File: src/rtl/fes_pkg.sv
// Constants and types of the flash error/status sequencer.
// Assumes a 20-bit flash address space in 4 Kbyte erase blocks.
package fes_pkg;
  // APB register offsets (byte addresses)
  localparam logic [7:0] OFS_FCMD   = 8'h00;
  localparam logic [7:0] OFS_FADDR  = 8'h04;
  localparam logic [7:0] OFS_MODE0  = 8'h08;
  localparam logic [7:0] OFS_LOCKST = 8'h0C;
  localparam logic [7:0] OFS_CTRL   = 8'h10;
  localparam logic [7:0] OFS_IDRX   = 8'h14;
  localparam logic [7:0] OFS_IDSTAT = 8'h18;

  // Command codes, low byte of a bus cycle
  localparam logic [7:0] CMD_READ_ARRAY  = 8'hFF;
  localparam logic [7:0] CMD_READ_STATUS = 8'h70;
  localparam logic [7:0] CMD_CLEAR       = 8'h50;
  localparam logic [7:0] CMD_PROGRAM     = 8'h40;
  localparam logic [7:0] CMD_ERASE       = 8'h20;
  localparam logic [7:0] CMD_LOCK        = 8'h77;
  localparam logic [7:0] CMD_READ_LOCK   = 8'h71;
  localparam logic [7:0] CMD_CONFIRM     = 8'hD0;

  // Status byte bit positions
  localparam int SR_READY = 7;
  localparam int SR_ERASE = 5;
  localparam int SR_PROG  = 4;
  // flash_mode_reg_zero bit positions
  localparam int M0_READY   = 0;
  localparam int M0_LOCKDIS = 2;
  localparam int M0_PROG    = 6;
  localparam int M0_ERASE   = 7;
  // Control register bit positions
  localparam int CT_SUBMODE = 0;
  localparam int CT_PROTECT = 1;
  // Identification status bit positions
  localparam int IS_MATCH    = 0;
  localparam int IS_SERIAL   = 1;
  localparam int IS_PARALLEL = 2;

  // Address map
  localparam int          BLK_SHIFT = 12;
  localparam logic [11:0] BLK_TOP   = 12'hFFE;
  localparam logic [19:0] BOOT_LO   = 20'hFF000;
  localparam logic [19:0] BOOT_HI   = 20'hFFFFF;

  // Values after reset
  localparam logic READY_RST = 1'b1;
  localparam logic FLAG_RST  = 1'b0;
  localparam logic LOCK_RST  = 1'b1;

  typedef enum logic [2:0] {
    ST_ARRAY, ST_STAT, ST_PGM2, ST_ERS2, ST_LCK2, ST_RLK2, ST_BUSY
  } fes_state_e;

  typedef enum logic [1:0] {OP_PGM, OP_ERS, OP_LCK} fes_op_e;
endpackage

File: src/rtl/fes_lock_if.sv
// Lock-bit table access between sequencer and lock table.
// Assumes both ends share mclk; locked is combinational.
`timescale 1ns/100ps
interface fes_lock_if #(parameter int BW = 4);
  logic [BW-1:0] blk;
  logic          set_unlock;
  logic          set_lock;
  logic          locked;
  modport owner (input blk, input set_unlock, input set_lock,
                 output locked);
  modport user  (output blk, output set_unlock, output set_lock,
                 input locked);
endinterface

File: src/rtl/fes_top.sv
// Flash command sequencer: error flags, status and mode checks.
// Assumes APB master on mclk; mode pins and flash inputs synchronous.
`timescale 1ns/100ps
module fes_top
  import fes_pkg::*;
#(
  parameter int NBLK_USER = 8,   // User ROM blocks of 4 Kbyte
  parameter int OP_CYCLES = 16,  // Auto operation length in cycles
  parameter int CHECK_DIV = 8    // Half period of check signal
)(
  input  wire logic        mclk,            // System clock, 20 MHz
  input  wire logic        rstn,            // Async reset, active low
  input  wire logic        psel,            // APB select
  input  wire logic        penable,         // APB enable
  input  wire logic        pwrite,          // APB write
  input  wire logic [7:0]  paddr,           // APB byte address
  input  wire logic [31:0] pwdata,          // APB write data
  output logic      [31:0] prdata,          // APB read data
  output logic             pready,          // APB ready
  output logic             pslverr,         // APB error, unmapped
  input  wire logic [15:0] flash_rdata,     // Array read data
  input  wire logic        verify_fail,     // Verify result at op end
  input  wire logic [31:0] flash_id,        // Identification in flash
  input  wire logic        boot_mode_pin,   // Boot mode strap
  input  wire logic        mode_select_pin, // Mode select strap
  output logic             handshake_pin,   // Busy or check signal
  output logic             handshake_pin_en // Handshake drive enable
);
  localparam int UBW = $clog2(NBLK_USER);
  localparam int BW  = UBW + 1;
  localparam int CW  = $clog2(OP_CYCLES + 1);
  localparam int DW  = $clog2(CHECK_DIV + 1);
  localparam logic [BW-1:0] BOOT_BLK = BW'(NBLK_USER);

  if (NBLK_USER < 2 || (1 << UBW) != NBLK_USER ||
      NBLK_USER * 4096 > 32'h000FF000) begin : g_chk_blk
    $error("NBLK_USER must be a power of two below boot ROM");
  end
  if (OP_CYCLES < 1 || OP_CYCLES > 4096 || CHECK_DIV < 1) begin : g_chk_cnt
    $error("OP_CYCLES or CHECK_DIV out of range");
  end

  fes_state_e        st_reg;
  fes_op_e           op_reg;
  logic [BW-1:0]     op_blk_reg;
  logic [CW-1:0]     cnt_reg;
  logic              ready_reg;
  logic              erase_fail_flag_reg;
  logic              program_fail_flag_reg;
  logic              lock_disable_control_reg;
  logic [19:0]       faddr_reg;
  logic [1:0]        ctrl_reg;
  logic [31:0]       idrx_reg;
  logic              lockst_reg;
  logic [DW-1:0]     chk_cnt_reg;
  logic              chk_reg;

  logic          acc_req, wr_acc, cmd_wr, first, two, known;
  logic          serial_mode, parallel_mode, id_match, cmd_ok;
  logic          boot_hit, top_ok, locked_eff, is_conf, refused;
  logic          clr, start, done, seq_err, ers_err, prg_err;
  logic [7:0]    code;
  logic [7:0]    status;
  logic [BW-1:0] cur_blk;
  logic [31:0]   rdata;
  logic          mapped;

  fes_lock_if #(.BW(BW)) lk ();

  fes_lock_table #(.NBLK(NBLK_USER + 1), .BW(BW)) u_lock (
    .mclk (mclk),
    .rstn (rstn),
    .lk   (lk)
  );

  // Access phase edge, one wait state before pready
  assign acc_req     = psel & penable & ~pready;
  assign wr_acc      = psel & penable & pready & pwrite;
  assign serial_mode   = boot_mode_pin & ~mode_select_pin;
  assign parallel_mode = boot_mode_pin & mode_select_pin;
  assign id_match      = idrx_reg == flash_id;
  assign cmd_ok = ~serial_mode | (id_match & ~ctrl_reg[CT_PROTECT]);
  // Commands written while busy are dropped, not queued
  assign cmd_wr = wr_acc & (paddr == OFS_FCMD) & cmd_ok &
                  (st_reg != ST_BUSY);
  assign code   = pwdata[7:0];
  assign first  = (st_reg == ST_ARRAY) | (st_reg == ST_STAT);
  assign two    = st_reg inside {ST_ERS2, ST_LCK2, ST_RLK2};
  assign known  = code inside {CMD_READ_ARRAY, CMD_READ_STATUS,
                  CMD_CLEAR, CMD_PROGRAM, CMD_ERASE, CMD_LOCK,
                  CMD_READ_LOCK};

  assign boot_hit = parallel_mode & (faddr_reg >= BOOT_LO) &
                    (faddr_reg <= BOOT_HI);
  assign cur_blk  = boot_hit ? BOOT_BLK
                             : {1'b0, faddr_reg[BLK_SHIFT +: UBW]};
  assign top_ok   = faddr_reg[BLK_SHIFT-1:0] == BLK_TOP;
  assign is_conf  = (code == CMD_CONFIRM) & top_ok;
  assign locked_eff = lk.locked & ~lock_disable_control_reg;
  assign refused = (erase_fail_flag_reg | program_fail_flag_reg) &
                   (code inside {CMD_PROGRAM, CMD_ERASE, CMD_LOCK});
  assign clr  = cmd_wr & first & (code == CMD_CLEAR);
  assign done = (st_reg == ST_BUSY) & (cnt_reg == '0);
  assign start = cmd_wr & (((st_reg == ST_PGM2) & ~locked_eff) |
                 ((st_reg == ST_ERS2) & is_conf & ~locked_eff) |
                 ((st_reg == ST_LCK2) & is_conf));

  assign seq_err = cmd_wr & ((first & ~known) |
                   (two & ~is_conf & (code != CMD_READ_ARRAY)));
  assign ers_err = (cmd_wr & (st_reg == ST_ERS2) & is_conf & locked_eff) |
                   (done & (op_reg == OP_ERS) & verify_fail);
  assign prg_err = (cmd_wr & (st_reg == ST_PGM2) & locked_eff) |
                   (done & (op_reg != OP_ERS) & verify_fail);

  assign lk.blk        = (st_reg == ST_BUSY) ? op_blk_reg : cur_blk;
  assign lk.set_unlock = done & (op_reg == OP_ERS) & ~verify_fail;
  assign lk.set_lock   = done & (op_reg == OP_LCK) & ~verify_fail;

  always_ff @(posedge mclk or negedge rstn) begin
    if (!rstn) begin
      st_reg <= ST_ARRAY;
    end else if (done) begin
      st_reg <= ST_STAT;
    end else if (cmd_wr) begin
      unique case (st_reg)
        ST_ARRAY, ST_STAT: begin
          if (code == CMD_READ_ARRAY) begin
            st_reg <= ST_ARRAY;
          end else if (code == CMD_READ_STATUS || !known) begin
            st_reg <= ST_STAT;
          end else if (refused) begin
            st_reg <= st_reg;
          end else if (code == CMD_PROGRAM) begin
            st_reg <= ST_PGM2;
          end else if (code == CMD_ERASE) begin
            st_reg <= ST_ERS2;
          end else if (code == CMD_LOCK) begin
            st_reg <= ST_LCK2;
          end else if (code == CMD_READ_LOCK) begin
            st_reg <= ST_RLK2;
          end
        end
        ST_PGM2: begin
          st_reg <= start ? ST_BUSY : ST_STAT;
        end
        ST_ERS2, ST_LCK2, ST_RLK2: begin
          if (code == CMD_READ_ARRAY) begin
            st_reg <= ST_ARRAY;
          end else if (start) begin
            st_reg <= ST_BUSY;
          end else begin
            st_reg <= ST_STAT;
          end
        end
        ST_BUSY: begin
          st_reg <= ST_BUSY;
        end
      endcase
    end
  end

  always_ff @(posedge mclk or negedge rstn) begin
    if (!rstn) begin
      op_reg     <= OP_PGM;
      op_blk_reg <= '0;
    end else if (start) begin
      op_blk_reg <= cur_blk;
      if (st_reg == ST_PGM2) begin
        op_reg <= OP_PGM;
      end else if (st_reg == ST_ERS2) begin
        op_reg <= OP_ERS;
      end else begin
        op_reg <= OP_LCK;
      end
    end
  end

  always_ff @(posedge mclk or negedge rstn) begin
    if (!rstn) begin
      cnt_reg   <= '0;
      ready_reg <= READY_RST;
    end else if (start) begin
      cnt_reg   <= CW'(OP_CYCLES - 1);
      ready_reg <= 1'b0;
    end else if (done) begin
      ready_reg <= 1'b1;
    end else if (st_reg == ST_BUSY) begin
      cnt_reg <= cnt_reg - 1'b1;
    end
  end

  always_ff @(posedge mclk or negedge rstn) begin
    if (!rstn) begin
      erase_fail_flag_reg   <= FLAG_RST;
      program_fail_flag_reg <= FLAG_RST;
    end else begin
      erase_fail_flag_reg <= (erase_fail_flag_reg & ~clr) |
                             seq_err | ers_err;
      program_fail_flag_reg <= (program_fail_flag_reg & ~clr) |
                               seq_err | prg_err;
    end
  end

  always_ff @(posedge mclk or negedge rstn) begin
    if (!rstn) begin
      lockst_reg <= LOCK_RST;
    end else if (cmd_wr && st_reg == ST_RLK2 && is_conf) begin
      lockst_reg <= ~lk.locked;
    end
  end

  always_ff @(posedge mclk or negedge rstn) begin
    if (!rstn) begin
      faddr_reg                <= '0;
      lock_disable_control_reg <= 1'b0;
      ctrl_reg                 <= '0;
      idrx_reg                 <= '0;
    end else if (wr_acc) begin
      if (paddr == OFS_FADDR) begin
        faddr_reg <= pwdata[19:0];
      end
      if (paddr == OFS_MODE0) begin
        lock_disable_control_reg <= pwdata[M0_LOCKDIS];
      end
      if (paddr == OFS_CTRL) begin
        ctrl_reg <= pwdata[1:0];
      end
      if (paddr == OFS_IDRX) begin
        idrx_reg <= pwdata;
      end
    end
  end

  always_comb begin
    status           = '0;
    status[SR_READY] = ready_reg;
    status[SR_ERASE] = erase_fail_flag_reg;
    status[SR_PROG]  = program_fail_flag_reg;
  end

  always_comb begin
    rdata  = '0;
    mapped = 1'b1;
    unique case (paddr)
      OFS_FCMD: begin
        if (serial_mode && ctrl_reg[CT_PROTECT]) begin
          rdata = '0;
        end else if (st_reg == ST_STAT || st_reg == ST_BUSY) begin
          rdata[7:0] = status;
        end else begin
          rdata[15:0] = flash_rdata;
        end
      end
      OFS_FADDR:  rdata[19:0] = faddr_reg;
      OFS_MODE0: begin
        rdata[M0_READY]   = ready_reg;
        rdata[M0_LOCKDIS] = lock_disable_control_reg;
        rdata[M0_PROG]    = program_fail_flag_reg;
        rdata[M0_ERASE]   = erase_fail_flag_reg;
      end
      OFS_LOCKST: rdata[0] = lockst_reg;
      OFS_CTRL:   rdata[1:0] = ctrl_reg;
      OFS_IDRX:   rdata = idrx_reg;
      OFS_IDSTAT: begin
        rdata[IS_MATCH]    = id_match;
        rdata[IS_SERIAL]   = serial_mode;
        rdata[IS_PARALLEL] = parallel_mode;
      end
      default: mapped = 1'b0;
    endcase
  end

  always_ff @(posedge mclk or negedge rstn) begin
    if (!rstn) begin
      pready  <= 1'b0;
      prdata  <= '0;
      pslverr <= 1'b0;
    end else begin
      pready <= acc_req;
      if (acc_req) begin
        prdata  <= pwrite ? 32'h0000_0000 : rdata;
        pslverr <= ~mapped;
      end
    end
  end

  always_ff @(posedge mclk or negedge rstn) begin
    if (!rstn) begin
      chk_cnt_reg <= '0;
      chk_reg     <= 1'b0;
    end else if (chk_cnt_reg == '0) begin
      chk_cnt_reg <= DW'(CHECK_DIV - 1);
      chk_reg     <= ~chk_reg;
    end else begin
      chk_cnt_reg <= chk_cnt_reg - 1'b1;
    end
  end

  always_ff @(posedge mclk or negedge rstn) begin
    if (!rstn) begin
      handshake_pin    <= 1'b0;
      handshake_pin_en <= 1'b0;
    end else begin
      handshake_pin_en <= serial_mode;
      handshake_pin    <= serial_mode &
                          (ctrl_reg[CT_SUBMODE] ? chk_reg : ~ready_reg);
    end
  end
endmodule

File: src/rtl/fes_lock_table.sv
// Per-block lock bits of the flash array.
// Assumes only one of set_unlock and set_lock per cycle.
`timescale 1ns/100ps
module fes_lock_table
  import fes_pkg::*;
#(
  parameter int NBLK = 9,  // Blocks, boot block last
  parameter int BW   = 4   // Block index width
)(
  input wire logic mclk,  // System clock
  input wire logic rstn,  // Async reset, active low
  fes_lock_if.owner lk    // Lock table access
);
  logic [NBLK-1:0] lock_reg;

  if (NBLK < 2 || NBLK > (1 << BW)) begin : g_chk
    $error("NBLK does not fit the block index");
  end

  for (genvar i = 0; i < NBLK; i++) begin : g_blk
    always_ff @(posedge mclk or negedge rstn) begin
      if (!rstn) begin
        lock_reg[i] <= LOCK_RST;
      end else if (lk.blk == BW'(i)) begin
        if (lk.set_unlock) begin
          lock_reg[i] <= 1'b1;
        end else if (lk.set_lock) begin
          lock_reg[i] <= 1'b0;
        end
      end
    end
  end

  // Lock bit zero means protected; out of range reads as free
  assign lk.locked = (32'(lk.blk) < NBLK) ? ~lock_reg[lk.blk] : 1'b0;
endmodule

File: config.mk
export PLATFORM = sky130hd
export DESIGN_NAME = fes_top
export DESIGN_NICKNAME = d
export VERILOG_FILES = /design/src/rtl/fes_pkg.sv /design/src/rtl/fes_lock_if.sv /design/src/rtl/fes_top.sv /design/src/rtl/fes_lock_table.sv
export SDC_FILE = /design/constraint.sdc
export NUM_CORES = 1
export LEC_CHECK = 0
export ABC_AREA = 1
export CAP_MARGIN = 20
export CORE_MARGIN = 2
export CORE_UTILIZATION = 45
export DETAILED_ROUTE_END_ITERATION = 6
export DONT_BUFFER_PORTS = 1
export PLACE_DENSITY_LB_ADDON = 0.2
export SLEW_MARGIN = 10
export SYNTH_ARGS = -nofsm -noshare
export SYNTH_HDL_FRONTEND = slang
export SYNTH_SLANG_ARGS = --single-unit
File: constraint.sdc
create_clock -name mclk -period 3.05 [get_ports mclk]
set_input_delay 0.61 -clock mclk [delete_from_list [all_inputs] [get_ports mclk]]
set_output_delay 0.61 -clock mclk [all_outputs]
set_load 0.01 [all_outputs]
==> results.md <==
* Slowest CP cell: dfrtp_1
* Clock Skews at 0.00809 ns
* Failing checks: negative hold slack
* Initial antenna violation count at 0
* Flop pwr share at 42.8%
* Clock Tree Root: clkbuf_16
* Share of the synthesized area in the top cell type at 43.3%
* Min-Delay Path Class: primary input to async pin
* Row cnt at 43
* Post-Route Utilization at 52.4%
* Leak at 3.34 nW
* Max-capacitance violation count at 0
* Number of synthesized flops with an enable pin at 0
* Commonest cells after routing, fill and taps aside: 170 x nand2_1, 112 x dfrtp_1, 103 x o21ai_0
* Status: complete, but fails checks
* Total wire length at 18700 um
* Nets at 898
* Via count at 5558
* Initial DRC count at 421
* Top cells by area, synth: dfrtp_1 43%, nand2_1 9.9%, o21ai_0 8.0%
* Crit path kind: flop to flop
* Initial Util at 46.3%
* Synth warnings at 0
* Worst Setup End Kind: flop
* Max FO, Critical Path at 10
* Number of antenna cells inserted at 0
* NetSw at 0.844 mW
* PD cells at 525 nW/um^2
* Sequential share of the synthesized area at 47.7%
* Die X at 124 um
* Io pins at 132
* Average size of a mapped cell at 8.21 sq um
* RSZ-0062 raised after global routing: false
* FMAX at 445 MHz
* Tot GR Track Use at 25.4%
* First-pass GRT wire length at 28700 um
* TritonCTS clock tree: built
* Placed cells at 960
* FF-to-FF setup slack at 0.80 ns
* R2R Path End: st_reg[1]
* CP startpoint: faddr_reg[13]
* Final ANT Viol Nets at 0
* Total gr overflow at 0
* Die ar. at 15400 sq um
* Core Area at 14000 sq um
* Distinct cell type count after synthesis at 47
* Total negative slack at 0 ns
* Vias per cell at 5.61
* P_int at 3.00 mW
* Top_reg_cell synth: dfrtp_1
* Final HPWL DP at 13900 um
* Comb power frac at 2.4%
* Mapped Nets at 888
* FFs w/ async S/R, synth at 100%
* Routed len/inst at 18.8 um
* Hold slack at -0.123 ns
* Crit share post-route at 73.7%
* CP startpoint kind: flop
* Critical R2R Launch: faddr_reg[13]
* Fin cells at 991
* Layout cells sized above 1 at 13.2%
* Fin. Hold Viols at 112
* Tmin final at 2.25 ns
* P&R area growth vs syn at 13.1%
* Largest net degree at the start of global routing at 124
* Cell count after synthesis at 789
* Buffers on Ports at 0
* Area leader, netlist: dfrtp_1
* Clock sink count at 123
* Clock buffer depth at 2
* Slew @ Worst Pin at 0.572 ns
* Switch share at 21.9%
* GPL Wtd Cong at 0.950
* Worst path max stage delay at 0.49 ns
* Worst-Skew Late Latency at 0.43 ns
* Yosys reg bits at 123
* Clock power frac at 54.9%
* Most used cell, CP: nand2_1
* CP endpoint: st_reg[1]
* Commonest non-fill, non-tap cell in the layout: nand2_1
* CTS buffer count at 17
* Residual DRC count at 0
* TritonRoute pass-1 iters at 5
* CP Data Required Time at 3.36 ns
* Critical Path AT at 2.56 ns
* CP Cell Sequence: nand2_1 -> nor2_1 -> nand3_2 -> nand3_2 -> nand2_4 -> nand2_1 -> nand2_1 -> nand2_1 -> nand2_1 -> nand2_1 -> nand4_2 -> nand2_2 -> nand2_4 -> nand2_8 -> nand2_2 -> nand3_1 -> nand2_1
* Clock-pin transition on the worst setup and hold timing paths at 0.06 ns
* Slew Viols, Final at 0
* H-tree depth at 4
* Vias in the first global route at 5291
* Synthesized area at 6470 sq um
* # setup viols final at 0
* Peak supply drop at 0.351 mV
* Die height at 124 um
* Reg2Reg Depth at 17
* Slew margin rel. at 61.8%
==> per-stage QoR <==
step	area (sq um)	setup slack (ns)	total power [mW]
6_report	7320	0.803	3.84
5_1_grt	7320	0.526	3.97
4_1_cts	7320	0.756	3.88
3_5_place_dp	6710	0.548	1.76
3_3_place_gp	6710	0.535	1.76
2_1_floorplan	6470	0.935	1.74
==> layout make-up <==
cell class                 instances  area, sq um
fill                            1343         6670
sequential                       123         3090
multi-input combinational        539         2900
clock buffer                      19          453
inverter                         106          403
tap                              180          225
clock inverter                    12          159
timing repair buffer              12         90.1
==> how the worst min path moves through the flow <==
stage / startpoint / endpoint / slack [ns] / cells past startpoint
finish: rstn / faddr_reg[13] / -0.12 / 0
CTS: rstn / faddr_reg[13] / -0.14 / 0
detailed placement: rstn / faddr_reg[13] / 0.32 / 0
global route: rstn / faddr_reg[13] / -0.15 / 0
global placement: rstn / idrx_reg[11] / 0.32 / 0
floorplan: rstn / chk_cnt_reg[0] / 0.31 / 0
==> metal layers <==
layer	vias to the layer above	track usage, %	share of wire, %
met5	-	0	0
met4	0	10.2	2.2
met3	31	8.33	8.6
met2	213	37.9	46
met1	2658	34.2	44
li1	2656	-	-
==> synthesized netlist by cell type, types with 13 or more instances <==
library cell / count
a21oi_1: 22
inv_1: 96
nand2_1: 171
dfrtp_1: 112
o31ai_1: 13
nor2_1: 52
a221oi_1: 14
xnor2_1: 22
clkbuf_1: 19
nand3_1: 36
o21ai_0: 103
nand4_1: 14
==> what timing repair did <==
item | 4_1_cts | 5_1_grt
buffers inserted | 0 | 0
hold endpoints to repair | 112 | 112
resized for setup | 0 | 0
==> power by group through the flow <==
stage | sequential (mW) | combinational, mW | clock, mW
4_1_cts | 1.64 | 0.0905 | 2.14
6_report | 1.64 | 0.0911 | 2.11
3_5_place_dp | 1.67 | 0.0901 | 0
5_1_grt | 1.64 | 0.101 | 2.22
2_1_floorplan | 1.67 | 0.0648 | 0
3_3_place_gp | 1.67 | 0.0879 | 0
==> critical path: cells and delay by family (launching register included) <==
family	cells	cell delay, ns
flops	1	0.49
simple gates	17	1.64
==> logic make-up (layout without fill, tap and decap cells) <==
| kind of cell | Yosys count | in the layout | synth area share, % |
|---|---|---|---|
| simple gates | 327 | 327 | 23.8 |
| buf+inv | 127 | 149 | 7.48 |
| fa+ha+maj | 3 | 3 | 0.580 |
| xor+xnor | 25 | 25 | 3.38 |
| mux | 2 | 2 | 0.348 |
| compound gates | 182 | 182 | 16.7 |
| flops | 123 | 123 | 47.7 |
Power figures use the tool's default switching activity.
